--- src/hdl/i2c_ctl_consts.vh ---
// register map, field positions and bus timing for the i2c control sequencer
`ifndef I2C_CTL_CONSTS_VH
`define I2C_CTL_CONSTS_VH

// ==========================================================
// register byte offsets
`define OFS_CONTROL_LOW   8'h00
`define OFS_CONFIG        8'h04
`define OFS_TX_DATA       8'h08
`define OFS_STATUS        8'h0c

// ==========================================================
// bus_control_low fields
`define BIT_START_REQ     0
`define BIT_RESTART_REQ   1
`define BIT_STOP_REQ      2
`define BIT_RECEIVE_REQ   3
`define BIT_ACK_SEQ_REQ   4
`define BIT_ACK_VALUE     5
`define BIT_STRETCH_ALLOW 6
`define BIT_GCALL_ACCEPT  7
`define CONTROL_RESET     16'h0000

// ==========================================================
// config fields
`define BIT_MASTER_MODE   0
`define BIT_ADDR_HOLD     1
`define BIT_DATA_HOLD     2
`define BIT_CLOCK_RELEASE 3
`define CONFIG_RESET      16'h0008

// ==========================================================
// status fields
`define BIT_MASTER_BUSY   8
`define BIT_RX_FULL       9
`define BIT_GCALL_SEEN    10
`define BIT_ADDRESSED     11
`define BIT_SLAVE_TX      12
`define BIT_SCL_HELD      13
`define BIT_NACK_SEEN     14

// ==========================================================
// timing: one bit on the wire, split into four quarters
`define CLK_PERIOD_NS     50
`define BIT_TIME_NS       10000
`define QUARTER_CYCLES    (`BIT_TIME_NS / (4 * `CLK_PERIOD_NS))

`define RESP_OKAY         2'b00
`define RESP_SLVERR       2'b10

`endif

--- src/hdl/i2c_control_low_sequencer.v ---
// i2c control-low sequencer: master start/restart/stop/receive/ack, slave address and data
`timescale 1ns/1ps
`include "i2c_ctl_consts.vh"

module i2c_control_low_sequencer #(
    parameter ADDR_W  = 8,
    parameter QUARTER = `QUARTER_CYCLES
) (
    input  wire              aclk,
    input  wire              aresetn,
    input  wire [ADDR_W-1:0] s_axi_awaddr,
    input  wire              s_axi_awvalid,
    output wire              s_axi_awready,
    input  wire [31:0]       s_axi_wdata,
    input  wire [3:0]        s_axi_wstrb,
    input  wire              s_axi_wvalid,
    output wire              s_axi_wready,
    output reg  [1:0]        s_axi_bresp,
    output reg               s_axi_bvalid,
    input  wire              s_axi_bready,
    input  wire [ADDR_W-1:0] s_axi_araddr,
    input  wire              s_axi_arvalid,
    output wire              s_axi_arready,
    output reg  [31:0]       s_axi_rdata,
    output reg  [1:0]        s_axi_rresp,
    output reg               s_axi_rvalid,
    input  wire              s_axi_rready,
    input  wire              scl_in,
    output wire              scl_out,
    output reg               scl_oe_n,
    input  wire              sda_in,
    output wire              sda_out,
    output reg               sda_oe_n
);

    // ==========================================================
    // helpers
    function [15:0] merge16;
        input [15:0] old;
        input [31:0] data;
        input [3:0]  strb;
        begin
            merge16 = {strb[1] ? data[15:8] : old[15:8], strb[0] ? data[7:0] : old[7:0]};
        end
    endfunction

    function mapped;
        input [ADDR_W-1:0] a;
        begin
            mapped = (a == `OFS_CONTROL_LOW) || (a == `OFS_CONFIG) ||
                     (a == `OFS_TX_DATA) || (a == `OFS_STATUS);
        end
    endfunction

    // ==========================================================
    // state
    localparam M_IDLE = 3'd0, M_START = 3'd1, M_RESTART = 3'd2, M_STOP = 3'd3;
    localparam M_RX = 3'd4, M_ACK = 3'd5;
    localparam S_IDLE = 3'd0, S_ADDR = 3'd1, S_AACK = 3'd2, S_RX = 3'd3;
    localparam S_RACK = 3'd4, S_TX = 3'd5, S_TACK = 3'd6;

    reg [15:0]       ctrl_r;
    reg [15:0]       cfg_r;
    reg [7:0]        tx_data_r;
    reg [7:0]        rx_data_r;
    reg              rx_full_r, gc_seen_r, nack_seen_r, addressed_r;
    reg              aw_have_r, w_have_r;
    reg [ADDR_W-1:0] aw_addr_r;
    reg [31:0]       w_data_r;
    reg [3:0]        w_strb_r;
    reg [2:0]        m_state_r, s_state_r;
    reg [1:0]        phase_r;
    reg [15:0]       qcnt_r;
    reg [3:0]        m_bit_r, s_cnt_r;
    reg [7:0]        m_shift_r, s_shift_r;
    reg              m_scl_low_r, m_sda_low_r, s_scl_low_r, s_sda_low_r;
    reg              s_gcall_r, s_ack_ok_r;
    reg              scl_m_r, scl_s_r, scl_p_r, sda_m_r, sda_s_r, sda_p_r;

    // ==========================================================
    // pin synchronisers; only the second stage and its delayed copy feed logic
    always @(posedge aclk) begin
        if (!aresetn) begin
            scl_m_r <= 1'b1;
            scl_s_r <= 1'b1;
            scl_p_r <= 1'b1;
            sda_m_r <= 1'b1;
            sda_s_r <= 1'b1;
            sda_p_r <= 1'b1;
        end else begin
            scl_m_r <= scl_in;
            scl_s_r <= scl_m_r;
            scl_p_r <= scl_s_r;
            sda_m_r <= sda_in;
            sda_s_r <= sda_m_r;
            sda_p_r <= sda_s_r;
        end
    end

    wire scl_rise   = scl_s_r & ~scl_p_r;
    wire scl_fall   = ~scl_s_r & scl_p_r;
    wire bus_start  = scl_s_r & scl_p_r & sda_p_r & ~sda_s_r;
    wire bus_stop   = scl_s_r & scl_p_r & ~sda_p_r & sda_s_r;
    wire master_mode = cfg_r[`BIT_MASTER_MODE];
    wire stretch_ok  = ctrl_r[`BIT_STRETCH_ALLOW];
    wire ack_value   = ctrl_r[`BIT_ACK_VALUE];

    // open-drain: only ever pull low, enable is active low
    assign scl_out = 1'b0;
    assign sda_out = 1'b0;
    always @(posedge aclk) begin
        if (!aresetn) begin
            scl_oe_n <= 1'b1;
            sda_oe_n <= 1'b1;
        end else begin
            scl_oe_n <= ~(m_scl_low_r | s_scl_low_r);
            sda_oe_n <= ~(m_sda_low_r | s_sda_low_r);
        end
    end

    // ==========================================================
    // axi4-lite slave
    assign s_axi_awready = ~aw_have_r;
    assign s_axi_wready  = ~w_have_r;
    assign s_axi_arready = ~s_axi_rvalid;
    wire wr_go = aw_have_r & w_have_r & ~s_axi_bvalid;
    wire wr_ctrl = wr_go && (aw_addr_r == `OFS_CONTROL_LOW);
    wire wr_cfg  = wr_go && (aw_addr_r == `OFS_CONFIG);
    wire wr_stat = wr_go && (aw_addr_r == `OFS_STATUS) && w_strb_r[1];
    wire [15:0] wr_ctrl_val = merge16(ctrl_r, w_data_r, w_strb_r);
    wire [15:0] wr_cfg_val  = merge16(cfg_r, w_data_r, w_strb_r);

    wire [15:0] status = {1'b0, nack_seen_r, s_scl_low_r, (s_state_r == S_TX), addressed_r,
                          gc_seen_r, rx_full_r, (m_state_r != M_IDLE), rx_data_r};

    always @(posedge aclk) begin
        if (!aresetn) begin
            aw_have_r    <= 1'b0;
            w_have_r     <= 1'b0;
            aw_addr_r    <= {ADDR_W{1'b0}};
            w_data_r     <= 32'h00000000;
            w_strb_r     <= 4'h0;
            s_axi_bvalid <= 1'b0;
            s_axi_bresp  <= `RESP_OKAY;
            s_axi_rvalid <= 1'b0;
            s_axi_rresp  <= `RESP_OKAY;
            s_axi_rdata  <= 32'h00000000;
            tx_data_r    <= 8'h00;
        end else begin
            if (s_axi_awvalid && !aw_have_r) begin
                aw_have_r <= 1'b1;
                aw_addr_r <= s_axi_awaddr;
            end
            if (s_axi_wvalid && !w_have_r) begin
                w_have_r <= 1'b1;
                w_data_r <= s_axi_wdata;
                w_strb_r <= s_axi_wstrb;
            end
            if (wr_go) begin
                aw_have_r    <= 1'b0;
                w_have_r     <= 1'b0;
                s_axi_bvalid <= 1'b1;
                s_axi_bresp  <= mapped(aw_addr_r) ? `RESP_OKAY : `RESP_SLVERR;
                if (aw_addr_r == `OFS_TX_DATA && w_strb_r[0])
                    tx_data_r <= w_data_r[7:0];
            end else if (s_axi_bvalid && s_axi_bready) begin
                s_axi_bvalid <= 1'b0;
            end
            if (s_axi_arvalid && !s_axi_rvalid) begin
                s_axi_rvalid <= 1'b1;
                s_axi_rresp  <= mapped(s_axi_araddr) ? `RESP_OKAY : `RESP_SLVERR;
                case (s_axi_araddr)
                    `OFS_CONTROL_LOW: s_axi_rdata <= {24'h000000, ctrl_r[7:0]};
                    `OFS_CONFIG:      s_axi_rdata <= {16'h0000, cfg_r};
                    `OFS_TX_DATA:     s_axi_rdata <= {24'h000000, tx_data_r};
                    `OFS_STATUS:      s_axi_rdata <= {16'h0000, status};
                    default:          s_axi_rdata <= 32'h00000000;
                endcase
            end else if (s_axi_rvalid && s_axi_rready) begin
                s_axi_rvalid <= 1'b0;
            end
        end
    end

    // ==========================================================
    // master sequencer, quarter-bit phases: two for start, three for stop, four per bit otherwise
    wire qtick = (qcnt_r == QUARTER - 1);
    wire m_done = (m_state_r != M_IDLE) && qtick &&
                  ((m_state_r == M_START && phase_r == 2'd1) ||
                   (m_state_r == M_STOP && phase_r == 2'd2) ||
                   (m_state_r == M_RX && phase_r == 2'd3 && m_bit_r == 4'd7) ||
                   ((m_state_r == M_RESTART || m_state_r == M_ACK) && phase_r == 2'd3));

    // slave-side hardware clear events
    wire s_tx_begin = scl_fall && ((s_state_r == S_AACK && s_shift_r[0]) ||
                                   (s_state_r == S_TACK && s_ack_ok_r));
    wire s_rx_end   = scl_fall && s_state_r == S_RX && s_cnt_r == 4'd8;

    // ==========================================================
    // control and config registers: software sets, hardware clears
    always @(posedge aclk) begin
        if (!aresetn) begin
            ctrl_r <= `CONTROL_RESET;
            cfg_r  <= `CONFIG_RESET;
        end else begin
            if (m_done) begin
                ctrl_r[`BIT_START_REQ]   <= 1'b0;
                ctrl_r[`BIT_RESTART_REQ] <= 1'b0;
                ctrl_r[`BIT_STOP_REQ]    <= 1'b0;
                ctrl_r[`BIT_RECEIVE_REQ] <= 1'b0;
                ctrl_r[`BIT_ACK_SEQ_REQ] <= 1'b0;
            end
            if (s_tx_begin)
                ctrl_r[`BIT_ACK_VALUE] <= 1'b0;
            if (s_tx_begin || s_rx_end)
                cfg_r[`BIT_CLOCK_RELEASE] <= 1'b0;
            if (wr_ctrl)
                ctrl_r <= {8'h00, wr_ctrl_val[7:0]};
            if (wr_cfg)
                cfg_r <= {1'b0, wr_cfg_val[14:8], 4'h0, wr_cfg_val[3:0]};
        end
    end

    always @(posedge aclk) begin
        if (!aresetn) begin
            m_state_r   <= M_IDLE;
            phase_r     <= 2'd0;
            qcnt_r      <= 16'h0000;
            m_bit_r     <= 4'h0;
            m_shift_r   <= 8'h00;
            m_scl_low_r <= 1'b0;
            m_sda_low_r <= 1'b0;
        end else if (!master_mode) begin
            m_state_r   <= M_IDLE;
            m_scl_low_r <= 1'b0;
            m_sda_low_r <= 1'b0;
        end else if (m_state_r == M_IDLE) begin
            phase_r <= 2'd0;
            qcnt_r  <= 16'h0000;
            m_bit_r <= 4'h0;
            // one request at a time; a lower bit simply wins
            if (ctrl_r[`BIT_START_REQ])
                m_state_r <= M_START;
            else if (ctrl_r[`BIT_RESTART_REQ])
                m_state_r <= M_RESTART;
            else if (ctrl_r[`BIT_STOP_REQ])
                m_state_r <= M_STOP;
            else if (ctrl_r[`BIT_RECEIVE_REQ])
                m_state_r <= M_RX;
            else if (ctrl_r[`BIT_ACK_SEQ_REQ])
                m_state_r <= M_ACK;
        end else begin
            qcnt_r <= qtick ? 16'h0000 : qcnt_r + 16'h0001;
            if (qtick) begin
                phase_r <= phase_r + 2'd1;
                case (m_state_r)
                    M_START: begin
                        if (phase_r == 2'd0) m_sda_low_r <= 1'b1;
                        else m_scl_low_r <= 1'b1;
                    end
                    M_RESTART: begin
                        case (phase_r)
                            2'd0:    m_sda_low_r <= 1'b0;
                            2'd1:    m_scl_low_r <= 1'b0;
                            2'd2:    m_sda_low_r <= 1'b1;
                            default: m_scl_low_r <= 1'b1;
                        endcase
                    end
                    M_STOP: begin
                        case (phase_r)
                            2'd0:    m_sda_low_r <= 1'b1;
                            2'd1:    m_scl_low_r <= 1'b0;
                            default: m_sda_low_r <= 1'b0;
                        endcase
                    end
                    M_RX: begin
                        case (phase_r)
                            2'd0:    m_sda_low_r <= 1'b0;
                            2'd1:    m_scl_low_r <= 1'b0;
                            2'd2:    m_shift_r <= {m_shift_r[6:0], sda_s_r};
                            default: begin
                                m_scl_low_r <= 1'b1;
                                m_bit_r     <= m_bit_r + 4'h1;
                            end
                        endcase
                    end
                    M_ACK: begin
                        case (phase_r)
                            2'd0:    m_sda_low_r <= ~ack_value;
                            2'd1:    m_scl_low_r <= 1'b0;
                            2'd2:    m_scl_low_r <= 1'b0;
                            default: m_scl_low_r <= 1'b1;
                        endcase
                    end
                    default: m_state_r <= M_IDLE;
                endcase
                // an ack's sda is let go by the next step, never as scl falls
                if (m_done) m_state_r <= M_IDLE;
            end
        end
    end

    // ==========================================================
    // slave receiver/transmitter and status flags
    wire addr_match = (s_shift_r[7:1] == cfg_r[14:8]) && (s_shift_r[7:1] != 7'h00);
    wire gcall_hit  = (s_shift_r == 8'h00) && ctrl_r[`BIT_GCALL_ACCEPT];
    wire hold_ack   = cfg_r[`BIT_ADDR_HOLD] | cfg_r[`BIT_DATA_HOLD];

    always @(posedge aclk) begin
        if (!aresetn) begin
            s_state_r   <= S_IDLE;
            s_cnt_r     <= 4'h0;
            s_shift_r   <= 8'h00;
            s_scl_low_r <= 1'b0;
            s_sda_low_r <= 1'b0;
            s_gcall_r   <= 1'b0;
            s_ack_ok_r  <= 1'b0;
            rx_data_r   <= 8'h00;
            rx_full_r   <= 1'b0;
            gc_seen_r   <= 1'b0;
            nack_seen_r <= 1'b0;
            addressed_r <= 1'b0;
        end else begin
            // status write-one-to-clear; a same-cycle hardware set below wins
            if (wr_stat && w_data_r[`BIT_RX_FULL])    rx_full_r   <= 1'b0;
            if (wr_stat && w_data_r[`BIT_GCALL_SEEN]) gc_seen_r   <= 1'b0;
            if (wr_stat && w_data_r[`BIT_NACK_SEEN])  nack_seen_r <= 1'b0;
            if (m_done && m_state_r == M_RX) begin
                rx_data_r <= m_shift_r;
                rx_full_r <= 1'b1;
            end
            if (s_scl_low_r && cfg_r[`BIT_CLOCK_RELEASE])
                s_scl_low_r <= 1'b0;
            if (master_mode || bus_stop) begin
                s_state_r   <= S_IDLE;
                s_sda_low_r <= 1'b0;
                s_scl_low_r <= 1'b0;
                addressed_r <= 1'b0;
            end else if (bus_start) begin
                s_state_r   <= S_ADDR;
                s_cnt_r     <= 4'h0;
                s_sda_low_r <= 1'b0;
                addressed_r <= 1'b0;
            end else begin
                case (s_state_r)
                    S_ADDR, S_RX: begin
                        if (scl_rise && s_cnt_r != 4'd8) begin
                            s_shift_r <= {s_shift_r[6:0], sda_s_r};
                            s_cnt_r   <= s_cnt_r + 4'h1;
                        end
                        if (scl_fall && s_cnt_r == 4'd8) begin
                            s_cnt_r <= 4'h0;
                            if (s_state_r == S_RX) begin
                                rx_data_r   <= s_shift_r;
                                rx_full_r   <= 1'b1;
                                s_sda_low_r <= cfg_r[`BIT_DATA_HOLD] ? ~ack_value : 1'b1;
                                s_scl_low_r <= stretch_ok;
                                s_state_r   <= S_RACK;
                            end else if (addr_match || gcall_hit) begin
                                s_gcall_r   <= gcall_hit & ~addr_match;
                                if (gcall_hit && !addr_match)
                                    gc_seen_r <= 1'b1;
                                addressed_r <= 1'b1;
                                s_sda_low_r <= hold_ack ? ~ack_value : 1'b1;
                                s_state_r   <= S_AACK;
                            end else begin
                                s_state_r <= S_IDLE;
                            end
                        end
                    end
                    S_AACK, S_TACK: begin
                        if (scl_rise && s_state_r == S_TACK) begin
                            s_ack_ok_r <= ~sda_s_r;
                            if (sda_s_r) nack_seen_r <= 1'b1;
                        end
                        if (scl_fall) begin
                            s_sda_low_r <= 1'b0;
                            if (s_tx_begin && !s_gcall_r) begin
                                s_shift_r   <= {tx_data_r[6:0], 1'b0};
                                s_sda_low_r <= ~tx_data_r[7];
                                s_cnt_r     <= 4'h1;
                                s_scl_low_r <= stretch_ok;
                                s_state_r   <= S_TX;
                            end else if (s_state_r == S_AACK && !s_shift_r[0]) begin
                                s_state_r <= S_RX;
                            end else begin
                                s_state_r <= S_IDLE;
                            end
                        end
                    end
                    S_RACK: begin
                        if (scl_fall) begin
                            s_sda_low_r <= 1'b0;
                            s_state_r   <= S_RX;
                        end
                    end
                    S_TX: begin
                        if (scl_fall) begin
                            if (s_cnt_r == 4'd8) begin
                                s_sda_low_r <= 1'b0;
                                s_state_r   <= S_TACK;
                            end else begin
                                s_sda_low_r <= ~s_shift_r[7];
                                s_shift_r   <= {s_shift_r[6:0], 1'b0};
                                s_cnt_r     <= s_cnt_r + 4'h1;
                            end
                        end
                    end
                    default: s_state_r <= S_IDLE;
                endcase
            end
        end
    end

endmodule // i2c_control_low_sequencer

--- config.mk ---
export PLATFORM = sky130hd
export DESIGN_NAME = i2c_control_low_sequencer
export DESIGN_NICKNAME = d
export VERILOG_FILES = /design/src/hdl/i2c_control_low_sequencer.v
export VERILOG_INCLUDE_DIRS = /design/src /design/src/hdl
export SDC_FILE = /design/constraint.sdc
export NUM_CORES = 1
export LEC_CHECK = 0
export ABC_AREA = 1
export BUFFER_PORTS_ARGS = -buffer_cell sky130_fd_sc_hd__buf_4
export CELL_PAD_IN_SITES_DETAIL_PLACEMENT = 1
export CELL_PAD_IN_SITES_GLOBAL_PLACEMENT = 2
export CORE_UTILIZATION = 35
export CTS_BUF_LIST = sky130_fd_sc_hd__clkbuf_4 sky130_fd_sc_hd__clkbuf_8
export CTS_CLUSTER_DIAMETER = 60
export DETAILED_ROUTE_END_ITERATION = 10
export PLACE_DENSITY = 0.95
export SLEW_MARGIN = 20
export SYNTH_ARGS = -nofsm -noshare
export SYNTH_HDL_FRONTEND = slang
export SYNTH_SLANG_ARGS = --single-unit
--- constraint.sdc ---
create_clock -name aclk -period 3.7 [get_ports aclk]
set_clock_uncertainty 0.15 [all_clocks]
set_input_delay 0.37 -clock aclk [delete_from_list [all_inputs] [get_ports aclk]]
set_output_delay 0.37 -clock aclk [all_outputs]
set_load 0.005 [all_outputs]
; Word-level counts from Yosys, hierarchy flattened
; Cells that the tools add are included.
[word_totals]
wordCells = 355
out_inout_bits = 45
regBits = 166
input_bits = 61
[classes]
n_reduce_logical = 106
n_addsub = 4
n_bitwise = 32
muxes = 112
eq_ne = 56
[ops]
columns = cell, count
row1 = two-way mux 8 bit, 11
row2 = one-hot mux 15 bit (4 select lines), 1
row3 = two-way mux 4 bit, 13
row4 = two-way mux 1 bit, 49
row5 = two-way mux 3 bit, 16
row6 = logical AND 1 bit, 35
row7 = equality test 8 x 4 -> 1 bit (second input constant), 4
row8 = two-way mux 16 bit, 2
row9 = != test 2 bit (second input constant), 14
row10 = zero test 8 bit, 3
row11 = one-hot mux 8 bit (3 select lines), 1
row12 = != test 3 bit (second input constant), 7
row13 = NOT 1 bit, 19
row14 = AND reduction 2 bit, 9
row15 = adder 16 x 1 -> 16 bit (second input constant), 1
row16 = equality test 16 x 6 -> 1 bit (second input constant), 1
row17 = equality test 8 x 3 -> 1 bit (second input constant), 2
row18 = AND reduction 8 bit, 2
row19 = equality test 3 bit (second input constant), 5
row20 = AND reduction 5 bit, 3
row21 = logical OR 1 bit, 14
row22 = AND reduction 7 bit, 2
row23 = nonzero test 2 bit, 7
row24 = OR reduction 2 bit, 7
row25 = 36 further kinds, 82

; Depth between registers and ports, before layout
[logic_depth]
depth_word = 13
mapped_depth = 14
mapped_depth_nobuf = 14

; Worst setup path after synthesis
; OpenSTA, ideal clock, no wires.
[synth_timing]
path_kind = register to register
start = reg s_cnt_r[0]
end = reg rx_data_r[3]
setup_ns = 0.109
period_less_slack_ns = 1.794
stages_incl_launch_ff = 13
t_arrival_ns = 1.535
t_required_ns = 3.441
slack_ns = 1.906
path_buffers = 1
cell_sequence = dfxtp_1 inv_1 ha_1 nand2_1 nor2_1 nand2_1 nor2_1 nand2_1 buf_2 o21ai_1 inv_1 nand2_1 inv_1
[synth_between]
elab_chain_len = 6
[synth_lines]
columns = element, line
row1 = from (decl), i2c_control_low_sequencer.v:74  ; reg [3:0] m_bit_r, s_cnt_r;
row2 = from (signal assigned), i2c_control_low_sequencer.v:349  ; s_cnt_r <= s_cnt_r + 4'h1;
row3 = from (signal assigned), i2c_control_low_sequencer.v:405  ; s_cnt_r <= s_cnt_r + 4'h1;
row4 = equality test 4 bit, i2c_control_low_sequencer.v:351  ; if (scl_fall && s_cnt_r == 4'd8) begin
row5 = logical AND 1 bit, i2c_control_low_sequencer.v:351
row6 = two-way mux 8 bit, i2c_control_low_sequencer.v:351
row7 = two-way mux 8 bit, i2c_control_low_sequencer.v:345  ; case (s_state_r)
row8 = two-way mux 8 bit, i2c_control_low_sequencer.v:339  ; end else if (bus_start) begin
row9 = two-way mux 8 bit, i2c_control_low_sequencer.v:334  ; if (master_mode || bus_stop) begin
row10 = to (signal assigned), i2c_control_low_sequencer.v:329  ; rx_data_r <= m_shift_r;
row11 = to (signal assigned), i2c_control_low_sequencer.v:354  ; rx_data_r <= s_shift_r;
row12 = to (decl), i2c_control_low_sequencer.v:65  ; reg [7:0] rx_data_r;
; Every way passes these cells.
; A chain may end at the register's enable or synchronous reset.

; Final worst setup path
[layout_timing]
start = reg qcnt_r[0]
end = reg m_shift_r[0]
[layout_between]
elab_chain_len = 2
[layout_lines]
columns = element, line
row1 = from (decl), i2c_control_low_sequencer.v:73  ; reg [15:0] qcnt_r;
row2 = from (signal assigned), i2c_control_low_sequencer.v:253  ; qcnt_r <= qtick ? 16'h0000 : qcnt_r + 16'h0001;
row3 = equality test 16 x 6 -> 1 bit, i2c_control_low_sequencer.v:187  ; wire qtick = (qcnt_r == QUARTER - 1);
row4 = AND reduction 5 bit (no line), --
row5 = to (signal assigned), i2c_control_low_sequencer.v:280  ; 2'd2: m_shift_r <= {m_shift_r[6:0], sda_s_r};
row6 = to (decl), i2c_control_low_sequencer.v:75  ; reg [7:0] m_shift_r, s_shift_r;
; Every way passes these cells.

==> impl_metrics.py <==
metrics = {
    "clock_network": {
        "clk_pin_slew_ns": 0.08,
        "post-cts-setup-buffers": 0,
        "numCtsBuffers": 17,
        "clock-sinks": 147,
        "cts_tree": "done",
        "htree_levels": 4,
        "cts_root_buf": "clkbuf_8",
        "cts_buffer_depth": 2,
        "insertion_delay_ns": 0.48,
    },
    "timing": {
        "post-route-period-util_pct": 66.4,
        "tightestPinTransition_ns": 0.959,
        "rsz0062_at_grt": "no",
        "hold_violations": 0,
        "slew_violations": 0,
        "setup_viol": 0,
        "hold_slack_ns": 0.0172,
        "fmax_mhz": 407,
        "tns_ns": 0,
        "min_period_ns": 2.46,
        "relSlewSlack_pct": 35.6,
    },
    "drt": {
        "drt-met1-wl_um": 10500,
        "wl_met3_um": 771,
        "finalWirelength_um": 21300,
        "drt_pass1_iterations": 4,
        "remaining_drc_errors": 0,
        "highest_layer": "met4",
        "vias": 7025,
        "drt_iter0_markers": 323,
        "detail_route.vias_per_cell": 4.95,
        "ant_nets": 0,
        "route.detailed.wl_per_inst_um": 15.0,
        "route.met2.wl_um": 9760,
    },
    "finish": {
        "regArea_um2": 2940,
        "antenna_cells": 0,
        "fin_cells": 1420,
        "drive_above_1_share_pct": 12.9,
        "multi_input_area_um2": 3670,
        "fin_nets": 1209,
        "area_delta_synth_final_pct": 17.5,
        "nFillCells": 2634,
    },
    "yosys": {
        "synth_top_cell_by_area": "dfxtp_1",
        "ys.flop_type": "dfxtp_1",
        "yosysMostFrequentCell": "nand2_1",
        "synth-edff-count": 0,
        "ys_types": 46,
        "synthArstFlopShare_pct": 0,
        "synth_top_area_share_pct": 40.3,
        "avgSynthCellArea_um2": 6.87,
        "yosys-top-cells-count": "nand2_1, dfxtp_1, nor2_1",
        "ys_ff_latch": 147,
        "synth_area_um2": 7300,
        "ys_seq_area_share_pct": 40.3,
        "syn_inst": 1062,
        "ys.warnings.count": 0,
        "synth_area_leaders": "dfxtp_1, nand2_1, nor2_1",
    },
    "setup_path": {
        "cp.arrival_ns": 2.71,
        "crit_required_ns": 3.95,
        "reg2reg_from": "qcnt_r[0]",
        "cp_num_buf_inv": 0,
        "start_kind": "flop",
        "slowest_delay_ns": 0.52,
        "cp_slowest_cell": "nor2_2",
        "end_kind": "flop",
        "crit_family": "simple AND/OR/NAND/NOR gates",
        "cp-startpoint": "qcnt_r[0]",
        "crit_fanout": 14,
        "path_class": "reg -> reg",
        "path_cells": "ha_1 > nand3_1 > nor2_1 > nand2_1 > nor2_2 > nand2_2 > nor2_4 > o21ai_1 > a21oi_1",
    },
    "global_route": {
        "grt_max_degree": 84,
        "grt_pass1_vias": 6992,
        "grt_pass1_wl_um": 35200,
        "grt_overflow": 0,
        "track_usage_pct": 20.8,
        "antenna_found_initial": 0,
    },
    "floorplanning": {
        "core_um2": 20400,
        "io-pin-count": 106,
        "rows": 52,
        "die_h_um": 146,
        "die_area_um2": 21400,
        "initial_core_util_pct": 35.8,
        "die_w_um": 146,
    },
    "outcome": {
        "status": "finished clean",
    },
    "placement": {
        "io_buffer_count": 65,
        "dp_hpwl_um": 15700,
        "dp.cells": 1370,
        "routabilityCongestion": 0.918,
    },
    "run": {
        "maxCapViolations": 0,
    },
    "pwr": {
        "power_leakage_nw": 3.58,
        "powerDensity_nw_per_um2": 381,
        "irDropWorstVdd_v": 0.000178,
    },
    "worst_hold_path": {
        "hold_class": "in -> reg",
        "worstHoldStart": "s_axi_awaddr[4]",
    },
}
-- tightest hold or removal path: cells and delay by family --
family	cells	cell delay, ns
AO/OA/AOI/OAI	2	0.17
buffers and inverters	1	0.07
-- layer usage --
| layer | GRT usage (%) | up-vias |
|---|---|---|
| met3 | 3.62 | 23 |
| li1 | - | 3578 |
| met5 | 0 | - |
| met2 | 33.8 | 119 |
| met1 | 27.9 | 3305 |
| met4 | 6.82 | 0 |
-- worst paths after layout --
kind | end | slack (ns) | cells past startpoint
max | m_shift_r[0] | 1.24 | 9
max reg2reg | m_shift_r[0] | 1.24 | 9
min | aw_addr_r[4] | 0.02 | 3
min reg2reg | sda_s_r | 0.29 | 1
-- state kept, by name (all words and copies together), names as in the netlist, 2 cells and up --
name         cells
s_shift_r        8
aw_addr_r        8
s_state_r        3
phase_r          2
qcnt_r          16
w_data_r        15
cfg_r           11
s_axi_rdata     15
ctrl_r           8
s_cnt_r          4
m_shift_r        8
tx_data_r        8
m_state_r        3
w_strb_r         2
rx_data_r        8
m_bit_r          4
-- timing repair --
| action | CTS | global route |
|---|---|---|
| gates resized for setup | 0 | 0 |
| hold endpoints to repair | 20 | 0 |
| hold buffers | 20 | 0 |
-- cells in the final DEF (no fill, tap or decap), types with 3 or more instances in the layout --
master         instances
or2_2                  6
o21a_1                 4
nor3_1                34
nand3_1               79
clkbuf_8              18
inv_2                 11
nand3b_1               3
bufinv_16              4
ha_1                   9
xnor2_1                3
inv_1                110
a21oi_2                8
dfxtp_1              147
a21oi_1               82
conb_1                21
clkinvlp_4             3
o21ai_1                6
buf_4                 71
nand2_1              226
dlygate4sd3_1         20
nand2_2                7
nor2_1               123
nor2_4                 4
inv_6                  3
nand4_1               25
xor2_1                 7
o21ai_0               86
-- final cells by class --
| class | instances | share of cell area [%] |
|---|---|---|
| tap | 270 | 3.94 |
| timing repair buffer | 91 | 8.55 |
| multi-input combinational | 759 | 42.8 |
| inverter | 123 | 5.39 |
| sequential | 147 | 34.3 |
| clock inverter | 12 | 2.09 |
| clock buffer | 18 | 2.89 |
-- through the flow --
step | total power [mW] | util (%) | area [um^2] | setup slack, ns
after floorplan | 1.81 | - | 7370 | 1.91
after global placement | 1.88 | 39.0 | 7950 | 1.32
after detailed placement | 1.88 | 39.0 | 7950 | 1.27
after CTS | 3.30 | 42.1 | 8570 | 1.24
after global routing | 3.40 | 42.1 | 8570 | 0.991
final | 3.27 | 42.1 | 8570 | 1.24
-- logic make-up (layout without fill, tap and decap cells) --
| group | Yosys count | in the layout | synth area share (%) |
|---|---|---|---|
| other | 1 | 21 | 0.0514 |
| AO/OA/AOI/OAI | 197 | 197 | 14.7 |
| AND/OR/NAND/NOR | 522 | 522 | 31.7 |
| flip-flops | 147 | 147 | 40.3 |
| adder cells (fa/ha/maj) | 9 | 9 | 1.54 |
| XOR/XNOR | 10 | 10 | 1.20 |
| buffers and inverters | 176 | 244 | 10.5 |
-- report_power, final --
| part | internal [mW] | total (mW) | switching, mW | leakage (nW) |
|---|---|---|---|---|
| clock network | 0.748 | 1.41 | 0.658 | 0.208 |
| logic | 0.0879 | 0.221 | 0.133 | 2.18 |
| registers | 1.61 | 1.64 | 0.0234 | 1.19 |
| total | 2.45 | 3.27 | 0.815 | 3.58 |
(Power assumes the default switching activity.)
